===== src/aux_dio_pkg.sv =====
// Constants, register map and carrier types for the auxiliary digital I/O block.
// Assumes a single 100 MHz clock; times become cycle counts here, except the sync width limits, which stay in microseconds.
package aux_dio_pkg;

	// ----------------------------------------
	// Clock and times
	// ----------------------------------------
	localparam int CLK_PERIOD_NS   = 10;
	localparam int TRANS_PULSE_NS  = 190000;
	localparam int FUNC_PULSE_NS   = 2000000;
	localparam int TRANS_PULSE_CYC = TRANS_PULSE_NS / CLK_PERIOD_NS;
	localparam int FUNC_PULSE_CYC  = FUNC_PULSE_NS / CLK_PERIOD_NS;
	localparam int US_NS           = 1000;
	localparam int US_CYC          = US_NS / CLK_PERIOD_NS;
	localparam int SYNC_W_MIN_US   = 3;
	localparam int SYNC_W_MAX_US   = 100000;
	localparam int SHOW_MS         = 1000;
	localparam int BLINK_MS        = 3000;
	localparam int MS_CYC          = 1000000 / CLK_PERIOD_NS;
	localparam int SHOW_CYC        = SHOW_MS * MS_CYC;
	localparam int BLINK_CYC       = BLINK_MS * MS_CYC;
	localparam int REF_LOSS_MS     = 100;
	localparam int REF_LOSS_CYC    = REF_LOSS_MS * MS_CYC;

	// ----------------------------------------
	// Register offsets (byte addresses)
	// ----------------------------------------
	localparam logic [7:0] CTRL_OFS       = 8'h00;
	localparam logic [7:0] SYNC_WIDTH_OFS = 8'h04;
	localparam logic [7:0] DO_CFG_OFS     = 8'h08;
	localparam logic [7:0] DI_FILT_OFS    = 8'h0C;
	localparam logic [7:0] DI_ACT_OFS     = 8'h10;
	localparam logic [7:0] PHASE_OFS_OFS  = 8'h14;
	localparam logic [7:0] FREQ_SET_OFS   = 8'h18;
	localparam logic [7:0] RANGE_OFS      = 8'h1C;
	localparam logic [7:0] SPEED_OFS      = 8'h20;
	localparam logic [7:0] STATUS_OFS     = 8'h24;
	localparam logic [7:0] DI_EVENT_OFS   = 8'h28;

	// ----------------------------------------
	// Control fields
	// ----------------------------------------
	localparam int CTRL_TRANS_EN   = 0;
	localparam int CTRL_OUTCHG_EN  = 1;
	localparam int CTRL_SETPT_EN   = 2;
	localparam int CTRL_SYNC_OUT   = 3;
	localparam int CTRL_SYNC_POL   = 4;
	localparam int CTRL_SYNC_AUTO  = 5;
	localparam int CTRL_SYNC_IN    = 6;
	localparam int CTRL_W          = 7;

	// ----------------------------------------
	// Reset values and lock tolerance
	// ----------------------------------------
	localparam logic [6:0]  CTRL_RST       = 7'h00;
	localparam logic [16:0] SYNC_WIDTH_RST = 17'h0_0064;
	localparam logic [31:0] FREQ_SET_RST   = 32'h0000_0A7C;
	localparam logic [30:0] RANGE_RST      = 31'h0000_01BF;
	localparam logic [3:0]  SPEED_RST      = 4'h8;
	localparam logic [31:0] LOCK_TOL       = 32'h0100_0000;

	// Digital output sources
	typedef enum logic [2:0] {
		SRC_MANUAL   = 3'b000,
		SRC_OUT_ON   = 3'b001,
		SRC_PHASE_SRC = 3'b010,
		SRC_FAULT    = 3'b011,
		SRC_TRANS    = 3'b100,
		SRC_PROGRAM  = 3'b101,
		SRC_REMOTE   = 3'b110,
		SRC_COUPLING = 3'b111
	} do_src_t;

	// Levels reported by the rest of the instrument
	typedef struct packed {
		logic coupling_type_source;
		logic remote;
		logic program_active;
		logic transient_active;
		logic fault;
		logic phase_source_a;
		logic output_on;
	} dev_status_t;

	// Setpoint change pulses
	typedef struct packed {
		logic volt;
		logic freq;
		logic wave;
		logic angle;
	} setpt_chg_t;

endpackage


===== src/di_filter.sv =====
// Input synchroniser and stability filter for one user digital input.
// Assumes tick_us pulses once per microsecond in the mclk domain.
`timescale 1ns/1ns
module di_filter (
	// Clock and reset
	input  wire logic       mclk,
	input  wire logic       rst_n,
	// Time base and setting
	input  wire logic       tick_us,
	input  wire logic [7:0] len_us,
	// Pin and filtered level
	input  wire logic       din,
	output logic            dout
);

	logic       s1_r;
	logic       s2_r;
	logic [7:0] cnt_r;
	logic       differ;
	logic       settled;

	assign differ  = s2_r != dout;
	assign settled = differ && cnt_r >= len_us;

	always_ff @(posedge mclk or negedge rst_n) begin
		if (!rst_n) begin
			s1_r <= 1'b0;
			s2_r <= 1'b0;
		end else begin
			s1_r <= din;
			s2_r <= s1_r;
		end
	end

	// Level must hold len_us before it is taken
	always_ff @(posedge mclk or negedge rst_n) begin
		if (!rst_n) begin
			cnt_r <= 8'h00;
			dout  <= 1'b0;
		end else begin
			if (!differ || settled)
				cnt_r <= 8'h00;
			else if (tick_us && cnt_r != 8'hFF)
				cnt_r <= cnt_r + 8'h01;
			if (settled)
				dout <= s2_r;
		end
	end

endmodule // di_filter


===== src/aux_dio.sv =====
// Auxiliary digital I/O: trigger strobe, phase sync output, sync engine,
// user digital outputs and filtered user inputs.
// Assumes a register master with one-cycle strobes and read data next cycle.
`timescale 1ns/1ns

module aux_dio #(
	parameter int TRANS_CYC = aux_dio_pkg::TRANS_PULSE_CYC,
	parameter int FUNC_CYC  = aux_dio_pkg::FUNC_PULSE_CYC,
	parameter int SHOW_CYC  = aux_dio_pkg::SHOW_CYC,
	parameter int BLINK_CYC = aux_dio_pkg::BLINK_CYC,
	parameter int LOSS_CYC  = aux_dio_pkg::REF_LOSS_CYC,
	parameter int US_CYC    = aux_dio_pkg::US_CYC
) (
	// Clock and reset
	input  wire logic                     mclk,
	input  wire logic                     rst_n,
	// Register port
	input  wire logic [7:0]               addr,
	input  wire logic [31:0]              wdata,
	input  wire logic                     wr,
	input  wire logic                     rd,
	output logic [31:0]                   rdata,
	// Instrument events and state
	input  wire logic                     transient_start,
	input  wire aux_dio_pkg::setpt_chg_t  setpt_chg,
	input  wire aux_dio_pkg::dev_status_t dev_status,
	// External sync reference
	input  wire logic                     sync_ref,
	// Strobe and sync outputs
	output logic                          trig_out,
	output logic                          sync_out,
	output logic [31:0]                   phase_a,
	// Status indication
	output logic                          show_synced,
	output logic                          show_unsynced,
	// User digital outputs 1 and 2 (push-pull)
	output logic [1:0]                    user_out,
	// User digital outputs 3 and 4 (open drain)
	output logic                          relay_drive_out_a_o,
	output logic                          relay_drive_out_a_oe,
	output logic                          relay_drive_out_b_o,
	output logic                          relay_drive_out_b_oe,
	// User digital inputs and edge actions
	input  wire logic [2:0]               user_in,
	output logic [2:0]                    rise_act,
	output logic [2:0]                    fall_act
);

	// ----------------------------------------
	// Register file
	// ----------------------------------------
	logic [6:0]  ctrl_r;
	logic [16:0] sync_width_r;
	logic [19:0] do_cfg_r;
	logic [23:0] di_filt_r;
	logic [23:0] di_act_r;
	logic [31:0] phase_ofs_r;
	logic [31:0] frequency_setpoint_r;
	logic [30:0] sync_tracking_range_r;
	logic [3:0]  speed_r;
	logic [5:0]  di_event_r;
	logic [31:0] status_w;
	logic [31:0] rd_mux;

	logic        wr_ctrl;
	logic        wr_sw;
	logic        wr_do;
	logic        wr_df;
	logic        wr_da;
	logic        wr_ph;
	logic        wr_fs;
	logic        wr_rg;
	logic        wr_sp;
	logic        wr_ev;

	assign wr_ctrl = wr && addr == aux_dio_pkg::CTRL_OFS;
	assign wr_sw   = wr && addr == aux_dio_pkg::SYNC_WIDTH_OFS;
	assign wr_do   = wr && addr == aux_dio_pkg::DO_CFG_OFS;
	assign wr_df   = wr && addr == aux_dio_pkg::DI_FILT_OFS;
	assign wr_da   = wr && addr == aux_dio_pkg::DI_ACT_OFS;
	assign wr_ph   = wr && addr == aux_dio_pkg::PHASE_OFS_OFS;
	assign wr_fs   = wr && addr == aux_dio_pkg::FREQ_SET_OFS;
	assign wr_rg   = wr && addr == aux_dio_pkg::RANGE_OFS;
	assign wr_sp   = wr && addr == aux_dio_pkg::SPEED_OFS;
	assign wr_ev   = wr && addr == aux_dio_pkg::DI_EVENT_OFS;

	// Independent strobe enables, plus sync settings
	always_ff @(posedge mclk or negedge rst_n) begin
		if (!rst_n) begin
			ctrl_r                <= aux_dio_pkg::CTRL_RST;
			sync_width_r          <= aux_dio_pkg::SYNC_WIDTH_RST;
			do_cfg_r              <= 20'h0_0000;
			di_filt_r             <= 24'h00_0000;
			di_act_r              <= 24'h00_0000;
			phase_ofs_r           <= 32'h0000_0000;
			frequency_setpoint_r  <= aux_dio_pkg::FREQ_SET_RST;
			sync_tracking_range_r <= aux_dio_pkg::RANGE_RST;
			speed_r               <= aux_dio_pkg::SPEED_RST;
		end else begin
			if (wr_ctrl) ctrl_r <= wdata[6:0];
			if (wr_sw) sync_width_r <= wdata[16:0];
			if (wr_do) do_cfg_r <= wdata[19:0];
			if (wr_df) di_filt_r <= wdata[23:0];
			if (wr_da) di_act_r <= wdata[23:0];
			if (wr_ph) phase_ofs_r <= wdata;
			if (wr_fs) frequency_setpoint_r <= wdata;
			if (wr_rg) sync_tracking_range_r <= wdata[30:0];
			if (wr_sp) speed_r <= wdata[3:0];
		end
	end

	always_comb begin
		case (addr)
			aux_dio_pkg::CTRL_OFS:       rd_mux = {25'h000_0000, ctrl_r};
			aux_dio_pkg::SYNC_WIDTH_OFS: rd_mux = {15'h0000, sync_width_r};
			aux_dio_pkg::DO_CFG_OFS:     rd_mux = {12'h000, do_cfg_r};
			aux_dio_pkg::DI_FILT_OFS:    rd_mux = {8'h00, di_filt_r};
			aux_dio_pkg::DI_ACT_OFS:     rd_mux = {8'h00, di_act_r};
			aux_dio_pkg::PHASE_OFS_OFS:  rd_mux = phase_ofs_r;
			aux_dio_pkg::FREQ_SET_OFS:   rd_mux = frequency_setpoint_r;
			aux_dio_pkg::RANGE_OFS:      rd_mux = {1'b0, sync_tracking_range_r};
			aux_dio_pkg::SPEED_OFS:      rd_mux = {28'h000_0000, speed_r};
			aux_dio_pkg::STATUS_OFS:     rd_mux = status_w;
			aux_dio_pkg::DI_EVENT_OFS:   rd_mux = {26'h000_0000, di_event_r};
			default:                     rd_mux = 32'h0000_0000;
		endcase
	end

	always_ff @(posedge mclk or negedge rst_n) begin
		if (!rst_n)
			rdata <= 32'h0000_0000;
		else if (rd)
			rdata <= rd_mux;
		else
			rdata <= 32'h0000_0000;
	end

	// ----------------------------------------
	// Trigger output / function strobe
	// ----------------------------------------
	logic [17:0] trig_cnt_r;
	logic        out_on_q_r;
	logic        ev_trans;
	logic        ev_func;

	assign ev_trans = ctrl_r[aux_dio_pkg::CTRL_TRANS_EN] && transient_start;
	// Relay change or any setpoint change
	assign ev_func  = (ctrl_r[aux_dio_pkg::CTRL_OUTCHG_EN] && dev_status.output_on != out_on_q_r)
	                || (ctrl_r[aux_dio_pkg::CTRL_SETPT_EN] && |setpt_chg);

	// Width depends on cause; a new event restarts the pulse
	always_ff @(posedge mclk or negedge rst_n) begin
		if (!rst_n) begin
			out_on_q_r <= 1'b0;
			trig_cnt_r <= 18'h0_0000;
			trig_out   <= 1'b0;
		end else begin
			out_on_q_r <= dev_status.output_on;
			if (ev_func) begin
				trig_cnt_r <= 18'(FUNC_CYC);
				trig_out   <= 1'b1;
			end else if (ev_trans) begin
				trig_cnt_r <= 18'(TRANS_CYC);
				trig_out   <= 1'b1;
			end else begin
				trig_out   <= trig_cnt_r > 18'h0_0001;
				if (trig_cnt_r != 18'h0_0000)
					trig_cnt_r <= trig_cnt_r - 18'h0_0001;
			end
		end
	end

	// ----------------------------------------
	// Sync engine (phase A generator)
	// ----------------------------------------
	logic        ref_s1_r;
	logic        ref_s2_r;
	logic        ref_s3_r;
	logic        ref_edge;
	logic [31:0] acc_r;
	logic [32:0] acc_sum;
	logic        wrap;
	logic signed [31:0] corr_r;
	logic signed [31:0] err;
	logic signed [31:0] step;
	logic signed [32:0] corr_sum;
	logic signed [32:0] lim;
	logic signed [31:0] corr_nxt;
	logic [31:0] err_abs;
	logic        locked_r;
	logic [23:0] loss_cnt_r;
	logic        sync_in_en;

	assign sync_in_en = ctrl_r[aux_dio_pkg::CTRL_SYNC_IN];
	assign ref_edge   = ref_s2_r && !ref_s3_r;
	assign acc_sum    = {1'b0, acc_r} + {1'b0, frequency_setpoint_r + 32'(corr_r)};
	assign wrap       = acc_sum[32];
	assign phase_a    = acc_r;
	// Reference edge should land at the programmed phase
	assign err        = signed'(phase_ofs_r - acc_r);
	// Speed sets loop gain; larger code tracks slower
	assign step       = err >>> ({1'b0, speed_r} + 5'h08);
	assign corr_sum   = 33'(corr_r) + 33'(step);
	assign lim        = signed'({2'b00, sync_tracking_range_r});
	// Clamp to setpoint plus or minus range
	assign corr_nxt   = corr_sum > lim ? 32'(lim)
	                  : corr_sum < -lim ? 32'(-lim) : corr_sum[31:0];
	assign err_abs    = err[31] ? 32'(-err) : 32'(err);

	always_ff @(posedge mclk or negedge rst_n) begin
		if (!rst_n) begin
			ref_s1_r <= 1'b0;
			ref_s2_r <= 1'b0;
			ref_s3_r <= 1'b0;
		end else begin
			ref_s1_r <= sync_ref;
			ref_s2_r <= ref_s1_r;
			ref_s3_r <= ref_s2_r;
		end
	end

	// Correction holds when the reference vanishes, still inside the clamp
	always_ff @(posedge mclk or negedge rst_n) begin
		if (!rst_n) begin
			acc_r      <= 32'h0000_0000;
			corr_r     <= 32'sh0000_0000;
			locked_r   <= 1'b0;
			loss_cnt_r <= 24'h00_0000;
		end else begin
			acc_r <= acc_sum[31:0];
			if (!sync_in_en) begin
				corr_r     <= 32'sh0000_0000;
				locked_r   <= 1'b0;
				loss_cnt_r <= 24'h00_0000;
			end else if (ref_edge) begin
				corr_r     <= corr_nxt;
				locked_r   <= err_abs < aux_dio_pkg::LOCK_TOL;
				loss_cnt_r <= 24'h00_0000;
			end else if (loss_cnt_r >= 24'(LOSS_CYC)) begin
				locked_r   <= 1'b0;
			end else begin
				loss_cnt_r <= loss_cnt_r + 24'h00_0001;
			end
		end
	end

	// ----------------------------------------
	// Status indication
	// ----------------------------------------
	logic [31:0] blink_r;

	// Synced shown one second of every three
	always_ff @(posedge mclk or negedge rst_n) begin
		if (!rst_n) begin
			blink_r       <= 32'h0000_0000;
			show_synced   <= 1'b0;
			show_unsynced <= 1'b0;
		end else begin
			if (!locked_r || blink_r >= 32'(BLINK_CYC - 1))
				blink_r <= 32'h0000_0000;
			else
				blink_r <= blink_r + 32'h0000_0001;
			show_synced   <= locked_r && blink_r < 32'(SHOW_CYC);
			show_unsynced <= sync_in_en && !locked_r;
		end
	end

	// ----------------------------------------
	// Phase sync output
	// ----------------------------------------
	logic [16:0] width_us;
	logic [23:0] sp_cnt_r;
	logic        sp_level;

	assign width_us = sync_width_r < 17'(aux_dio_pkg::SYNC_W_MIN_US) ? 17'(aux_dio_pkg::SYNC_W_MIN_US)
	                : sync_width_r > 17'(aux_dio_pkg::SYNC_W_MAX_US) ? 17'(aux_dio_pkg::SYNC_W_MAX_US)
	                : sync_width_r;
	// Auto mode gives half-period square wave
	assign sp_level = ctrl_r[aux_dio_pkg::CTRL_SYNC_AUTO] ? !acc_r[31] : sp_cnt_r != 24'h00_0000;

	// Start a pulse at each phase A wrap
	always_ff @(posedge mclk or negedge rst_n) begin
		if (!rst_n) begin
			sp_cnt_r <= 24'h00_0000;
			sync_out <= 1'b0;
		end else begin
			if (wrap && ctrl_r[aux_dio_pkg::CTRL_SYNC_OUT])
				sp_cnt_r <= 24'(width_us) * 24'(US_CYC);
			else if (sp_cnt_r != 24'h00_0000)
				sp_cnt_r <= sp_cnt_r - 24'h00_0001;
			sync_out <= (ctrl_r[aux_dio_pkg::CTRL_SYNC_OUT] && sp_level)
			            ^ ctrl_r[aux_dio_pkg::CTRL_SYNC_POL];
		end
	end

	// ----------------------------------------
	// User digital outputs
	// ----------------------------------------
	logic [3:0] do_r;

	genvar gi;
	generate
		for (gi = 0; gi < 4; gi++) begin : g_do
			logic [7:0] src_vec;
			logic [2:0] sel;
			assign src_vec = {dev_status.coupling_type_source, dev_status.remote,
			                  dev_status.program_active, dev_status.transient_active,
			                  dev_status.fault, dev_status.phase_source_a,
			                  dev_status.output_on, do_cfg_r[16 + gi]};
			assign sel     = do_cfg_r[4*gi +: 3];
			always_ff @(posedge mclk or negedge rst_n) begin
				if (!rst_n)
					do_r[gi] <= 1'b0;
				else
					do_r[gi] <= src_vec[sel] ^ do_cfg_r[4*gi + 3];
			end
		end
	endgenerate

	// Open drain: pull low for 0, release to the pull-up for 1
	assign user_out             = do_r[1:0];
	assign relay_drive_out_a_o  = 1'b0;
	assign relay_drive_out_a_oe = !do_r[2];
	assign relay_drive_out_b_o  = 1'b0;
	assign relay_drive_out_b_oe = !do_r[3];

	// ----------------------------------------
	// User digital inputs
	// ----------------------------------------
	logic [6:0] us_cnt_r;
	logic       tick_us;
	logic [2:0] di_f;
	logic [2:0] di_q_r;
	logic [2:0] rise_ev;
	logic [2:0] fall_ev;

	assign tick_us = us_cnt_r == 7'(US_CYC - 1);

	always_ff @(posedge mclk or negedge rst_n) begin
		if (!rst_n)
			us_cnt_r <= 7'h00;
		else if (tick_us)
			us_cnt_r <= 7'h00;
		else
			us_cnt_r <= us_cnt_r + 7'h01;
	end

	generate
		for (gi = 0; gi < 3; gi++) begin : g_di
			di_filter u_filt (
				.mclk    (mclk),
				.rst_n   (rst_n),
				.tick_us (tick_us),
				.len_us  (di_filt_r[8*gi +: 8]),
				.din     (user_in[gi]),
				.dout    (di_f[gi])
			);
			// Edge acts only if its own code is nonzero
			assign rise_ev[gi] = di_f[gi] && !di_q_r[gi] && di_act_r[4*gi +: 4] != 4'h0;
			assign fall_ev[gi] = !di_f[gi] && di_q_r[gi] && di_act_r[12 + 4*gi +: 4] != 4'h0;
		end
	endgenerate

	// Sticky events: a new edge beats a write-one-to-clear
	always_ff @(posedge mclk or negedge rst_n) begin
		if (!rst_n) begin
			di_q_r     <= 3'h0;
			rise_act   <= 3'h0;
			fall_act   <= 3'h0;
			di_event_r <= 6'h00;
		end else begin
			di_q_r     <= di_f;
			rise_act   <= rise_ev;
			fall_act   <= fall_ev;
			di_event_r <= (di_event_r & ~(wr_ev ? wdata[5:0] : 6'h00)) | {fall_ev, rise_ev};
		end
	end

	assign status_w = {20'h0_0000, show_unsynced, show_synced, locked_r, di_f, do_r,
	                   sync_out, trig_out};

endmodule // aux_dio


===== config.mk =====
export PLATFORM = sky130hd
export DESIGN_NAME = aux_dio
export DESIGN_NICKNAME = d
export VERILOG_FILES = /design/src/aux_dio_pkg.sv /design/src/di_filter.sv /design/src/aux_dio.sv
export SDC_FILE = /design/constraint.sdc
export NUM_CORES = 1
export LEC_CHECK = 0
export BUFFER_PORTS_ARGS = -buffer_cell sky130_fd_sc_hd__buf_4
export CAP_MARGIN = 15
export CORE_ASPECT_RATIO = 1.4
export CORE_MARGIN = 5
export CORE_UTILIZATION = 38
export CTS_CLUSTER_DIAMETER = 60
export CTS_CLUSTER_SIZE = 25
export DETAILED_ROUTE_END_ITERATION = 8
export SLEW_MARGIN = 40
export SYNTH_ARGS = -nofsm -noshare
export SYNTH_HDL_FRONTEND = slang
export SYNTH_SLANG_ARGS = --single-unit

===== constraint.sdc =====
create_clock -name mclk -period 10.4 [get_ports mclk]
set_clock_uncertainty 0.15 [all_clocks]
set_input_delay 0.52 -clock mclk [delete_from_list [all_inputs] [get_ports mclk]]
set_output_delay 0.52 -clock mclk [all_outputs]
set_load 0.005 [all_outputs]

Word-level counts from Yosys, hierarchy flattened
Cells that the tools add are included.
Word-level totals
  memories: 0
  memory bits (read-only): 0
  latch bits: 0
  RAM bits: 0
  bits in registers: 453
Cells by class
  bitwise gates (word level): 8
  div/mod/pow operators: 0
  reductions and logical operators: 70
  mux-type cells: 40
  equal/unequal tests: 21
  order comparisons: 16
  shift operators: 1
  add/sub/neg operators: 15
  multiply operators: 1
Operators with widths (count)
  32-bit case mux with 11 select lines: 1
  32-bit 2-to-1 mux: 7
  24-bit 2-to-1 mux: 5
  32-bit by 32-bit adder with 33-bit output: 2
  18-bit 2-to-1 mux: 3
  8-bit 2-to-1 mux: 6
  1-bit logical AND: 36
  17-bit 2-to-1 mux: 2
  33-bit by 32-bit > comparator with 1-bit output: 1
  33-bit < comparator: 1
  31-bit negator with 33-bit output: 1
  32-bit by 1-bit adder with 32-bit output (second input constant): 1
  32-bit adder: 1
  8-bit by 5-bit == test with 1-bit output (second input constant): 4
  32-bit by 29-bit greater-or-equal comparator with 1-bit output (second input constant): 1
  32-bit by 25-bit < comparator with 1-bit output (second input constant): 1
  32-bit by 27-bit < comparator with 1-bit output (second input constant): 1
  32-bit negator: 1
  32-bit by 5-bit >>> shifter with 32-bit output: 1
  32-bit subtractor: 1
  24-bit by 1-bit adder with 24-bit output (second input constant): 1
  8-bit by 1-bit adder with 8-bit output (second input constant): 3
  8-bit by 6-bit == test with 1-bit output (second input constant): 3
  24-bit greater-or-equal comparator (second input constant): 1
  35 further kinds: 87

Logic depth before layout (Yosys ltp)
  word-level depth: 8
  depth in mapped cells: 40
  depth with buffers taken out: 38

Modules after synthesis
Synthesis repeated with hierarchy kept, for this count alone.
Unflattened totals
  cells, all modules: 3311
  area, all modules: 31893.1 sq um
Modules (own cells, without submodules)
  aux_dio: cells each 3086, area each 29633.4 sq um, seq. area each 10533.9 sq um, instances 1
  di_filter: cells each 75, area each 753.2 sq um, seq. area each 275.3 sq um, instances 3

Least setup slack after synthesis
Ideal clock, no wire load.
  kind: reg2reg
  start point: register phase_ofs_r[0]
  end point: register corr_r[28]
  path slack: 2.425 ns
  library setup time: 0.126 ns
  cell stages (with the launch flop): 39
  arrival: 7.699 ns
  period minus slack after synthesis: 7.975 ns
  buffers on the path: 1
  path through: dfrtp_1 inv_1 ha_1 inv_1 fa_1 a211oi_2 o21ai_0 a21oi_1 a31oi_1 o21ai_0 o32ai_1 or2_2 mux4_2 mux2i_1 nor2_1 a21o_1 ha_1 fa_1 [3 not listed] a2111o_1 a32oi_2 a311o_2 a2111oi_0 nor3_1 xor2_1 ha_1 nand2_1 nor2_1 nand3_1 nor3b_1 a211o_1 nor3_1 mux2_2 or3_1 buf_6 o211a_1 a221o_1
Between the ends
  longest elaborated chain between the ends: 8
  elaborated cells between the ends (all ways): 9
  classes of those cells: 2 x add/sub; 2 x order compare; 1 x shift; 4 x mux
Ends and longest elaborated chain
  from (decl): RTL line aux_dio.sv:57  | logic [31:0] phase_ofs_r;
  from (signal assigned): RTL line aux_dio.sv:105  | if (wr_ph) phase_ofs_r <= wdata;
  32-bit subtractor *: RTL line aux_dio.sv:200  | assign err = signed'(phase_ofs_r - acc_r);
  32-bit by 5-bit >>> shifter with 32-bit output *: RTL line aux_dio.sv:202  | assign step = err >>> ({1'b0, speed_r} + 5'h08);
  32-bit by 32-bit adder with 33-bit output *: RTL line aux_dio.sv:203  | assign corr_sum = 33'(corr_r) + 33'(step);
  33-bit < comparator: RTL line aux_dio.sv:207  | : corr_sum < -lim ? 32'(-lim) : corr_sum[31:0];
  32-bit 2-to-1 mux: RTL line aux_dio.sv:207
  32-bit 2-to-1 mux *: RTL line aux_dio.sv:206  | assign corr_nxt = corr_sum > lim ? 32'(lim)
  32-bit 2-to-1 mux *: RTL line aux_dio.sv:235  | end else if (ref_edge) begin
  32-bit 2-to-1 mux *: RTL line aux_dio.sv:231  | if (!sync_in_en) begin
  to (signal assigned): RTL line aux_dio.sv:236  | corr_r <= corr_nxt;
  to (decl): RTL line aux_dio.sv:183  | logic signed [31:0] corr_r;
Mark *: on every way between the ends. The rest lies on a longest branch, timed or not. The select of a mux whose other input is x is not followed.
A chain may end at the register's enable or synchronous reset.

Worst setup path after layout
  start point: register phase_ofs_r[0]
  end point: register corr_r[8]
Same word-level chain as after synthesis.

==> metrics.cfg <==
[floorplanning]
height_of_the_chip_um = 351
design.die.area_mm2 = 0.0891
fp.coreArea_mm2 = 0.0827
die_width_um = 254
row_cnt = 125
io-pin-count = 140
initial_core_util_pct = 38.2

[yosys]
syn_area_mm2 = 0.0316
seq_area_frac_synth_pct = 36.0
synth_async_sr_flop_share_pct = 100
netlist_instances = 3270
synth_enable_flop_cells = 0
post_synth_main_area_contributors = dfrtp_1, ha_1, mux2_2, xnor2_1, nor2_1
synth-warning-count = 0
synth-main-ff-cell = dfrtp_1
synthesis.area_per_instance_um2 = 9.66
synthDistinctLibCells = 88
netlist.area_leader.share_pct = 34.4
synth.ff_latch_count = 453
synth_largest_area_cell = dfrtp_1

[global_route]
grt_pass1_vias = 25284
residual_overflow_from_global_routing = 0
initial_antenna_violation_count = 9
global_route_wire_length_before_repair_um = 148000
grt_start_max_net_pins = 145
groute.usage.overall_pct = 21.1

[worst_setup_path]
regToRegSetupSlack_ns = 0.87
crit_arrival_ns = 9.90
cp-end-kind = register
reg2regPathDepth = 37
critPathMaxFanout = 18
r2r-end = corr_r[8]
path_common_cell = ha_1
timing.critical_path.required_ns = 10.77
worst_setup_path_start_kind = register
slowest_delay_ns = 0.63
crit_type = register to register
crit_slowest_cell = nor3_4
crit-reg2reg-launch = phase_ofs_r[0]

[finish]
final_area_mm2 = 0.0355
layout_common_cells = dfrtp_1, nor2_1, ha_1, mux2_2, inv_1
final_net_count = 3738
areaGrowthSynthToFinish_pct = 12.4
drive_above_1_share_pct = 15.5
final_common_cell = dfrtp_1

[pwr]
cellLeakagePower_uw = 0.0167
power_density_mw_per_mm2 = 204
max-vdd-ir-drop_mv = 0.129

[placed_design]
port_buffers = 137
dpl.hpwl_um = 73700
finalWeightedCongestion = 0.974
placed_area_mm2 = 0.0338

[timing]
finalHoldViolations = 0
min_period_over_period_pct = 91.6
final.setup.tns_ns = 0
rsz0062_at_grt = false
finalSetupViolations = 0
period_minus_slack_ns = 9.53
worst-slew-pin-transition_ns = 0.897
fmax_mhz = 105
maxSlewHeadroom_pct = 39.7
slew_viol_final = 0

[route]
detail_route.first_pass.iterations = 8
routedWlPerCell_um = 21.2
routed-via-count = 25564
detail_route.vias_per_cell = 5.69
drc = 0
first_iter_violations = 1925
drt.antenna.violating_nets = 0
route.final.wire_length_um = 95300

[clock_tree]
htree_num_levels = 2
post-cts-setup-buffer-count = 0
cts.clk_slew.worst_paths_ns = 0.10
clock_sinks = 453
worst_skew_pair.late_latency_ns = 0.63
clockBufferDepth = 3
numCtsBuffers = 37
cts_tree = done
cts-root-buf = clkbuf_16

[min_path]
whs_endpoint = di_filt_r[22]
min_from = wdata[22]
hold-path-cell-count = 2
hold_path_class = input port to register

[outcome]
run_status = finished clean

[flow_run]
count_of_maximum_capacitance_violations = 0

==> worst max-delay path by stage <==
| stage | startpoint | to | slack, ns | cells past startpoint |
|---|---|---|---|---|
| 5_1_grt | phase_ofs_r[0] | corr_r[6] | 0.09 | 37 |
| 4_1_cts | phase_ofs_r[0] | corr_r[15] | 0.92 | 36 |
| 3_5_place_dp | phase_ofs_r[0] | corr_r[15] | 1.00 | 36 |
| 3_3_place_gp | phase_ofs_r[0] | corr_r[6] | 1.15 | 37 |
| 6_report | phase_ofs_r[0] | corr_r[8] | 0.87 | 37 |
| 2_1_floorplan | phase_ofs_r[0] | corr_r[28] | 2.43 | 38 |
==> layer usage <==
metal / vias to the layer above / part of all wire, % / global-route usage, %
met5: - / 0.036 / 0
li1: 12149 / - / -
met3: 174 / 4.9 / 2.77
met2: 650 / 49 / 36.3
met1: 12587 / 42 / 27.1
met4: 4 / 4.3 / 7.84
==> critical path: cells and delay by family, from the launching register on <==
kind	cells	cell delay, ns
flops	1	0.41
mux	3	0.77
fa+ha+maj	4	1.20
xor+xnor	2	0.61
buf+inv	3	0.46
compound gates	18	4.46
simple gates	7	1.36
==> cell families after synthesis <==
logic type,after synthesis,share of synthesized area [%]
simple gates,883,13.6
compound gates,774,16.8
flops,453,36.0
buf+inv,324,4.01
fa+ha+maj,295,12.1
mux,278,10.3
xor+xnor,262,7.26
other cells,1,0.0119
==> Yosys cell counts, types with 28 or more instances <==
library cell,n
and3_1,28
nand2_1,182
nor2_1,286
a211oi_1,35
a21o_1,94
dfrtp_1,434
a21oi_1,198
mux2_2,207
o21a_1,29
o211ai_1,33
nor4_1,29
ha_1,279
mux2i_1,53
o21ai_0,83
xor2_1,97
nand4_1,44
nand2b_1,34
clkbuf_1,84
a31oi_1,37
nor3_1,67
xnor2_1,165
inv_1,205
a22oi_1,55
nand3_1,67
==> state kept, by name, summed over array words and instances, names as in the netlist, 31 cells and up <==
signal,cells
blink_r,32
corr_r,32
frequency_setpoint_r,32
phase_a,32
phase_ofs_r,32
rdata,32
sync_tracking_range_r,31
==> area by class of cell <==
type / count / area [um2]
antenna: 4 / 10.0
clock buffer: 39 / 955
clock inverter: 29 / 488
fill: 8117 / 47200
inverter: 208 / 782
multi-input combinational: 2497 / 19000
sequential: 453 / 11400
tap: 1079 / 1350
timing repair buffer: 186 / 1530
==> repair_timing <==
| action | CTS | global route |
|---|---|---|
| gates resized for setup | 0 | 0 |
| endpoints found under the hold margin | 128 | 0 |
| hold buffers | 14 | 0 |
==> stage by stage <==
stage                     setup WS [ns]  power [uW]  util, %  cells  hold slack (ns)
after floorplan                    2.43        4610        -   3274           0.0744
after global placement             1.15        5560     40.9   4406            0.188
after detailed placement           1.00        5590     40.9   4406            0.198
after CTS                         0.924        7280     42.8   4488           0.0140
after global routing             0.0945        7770     42.9   4492           0.0383
final                             0.870        7240     42.9   4495           0.0498
==> where the power goes <==
| part | switching (uW) | internal (uW) | total (uW) |
|---|---|---|---|
| clock | 858 | 784 | 1640 |
| combinational | 1980 | 1420 | 3410 |
| sequential | 233 | 1960 | 2190 |
Power figures use the tool's default switching activity.
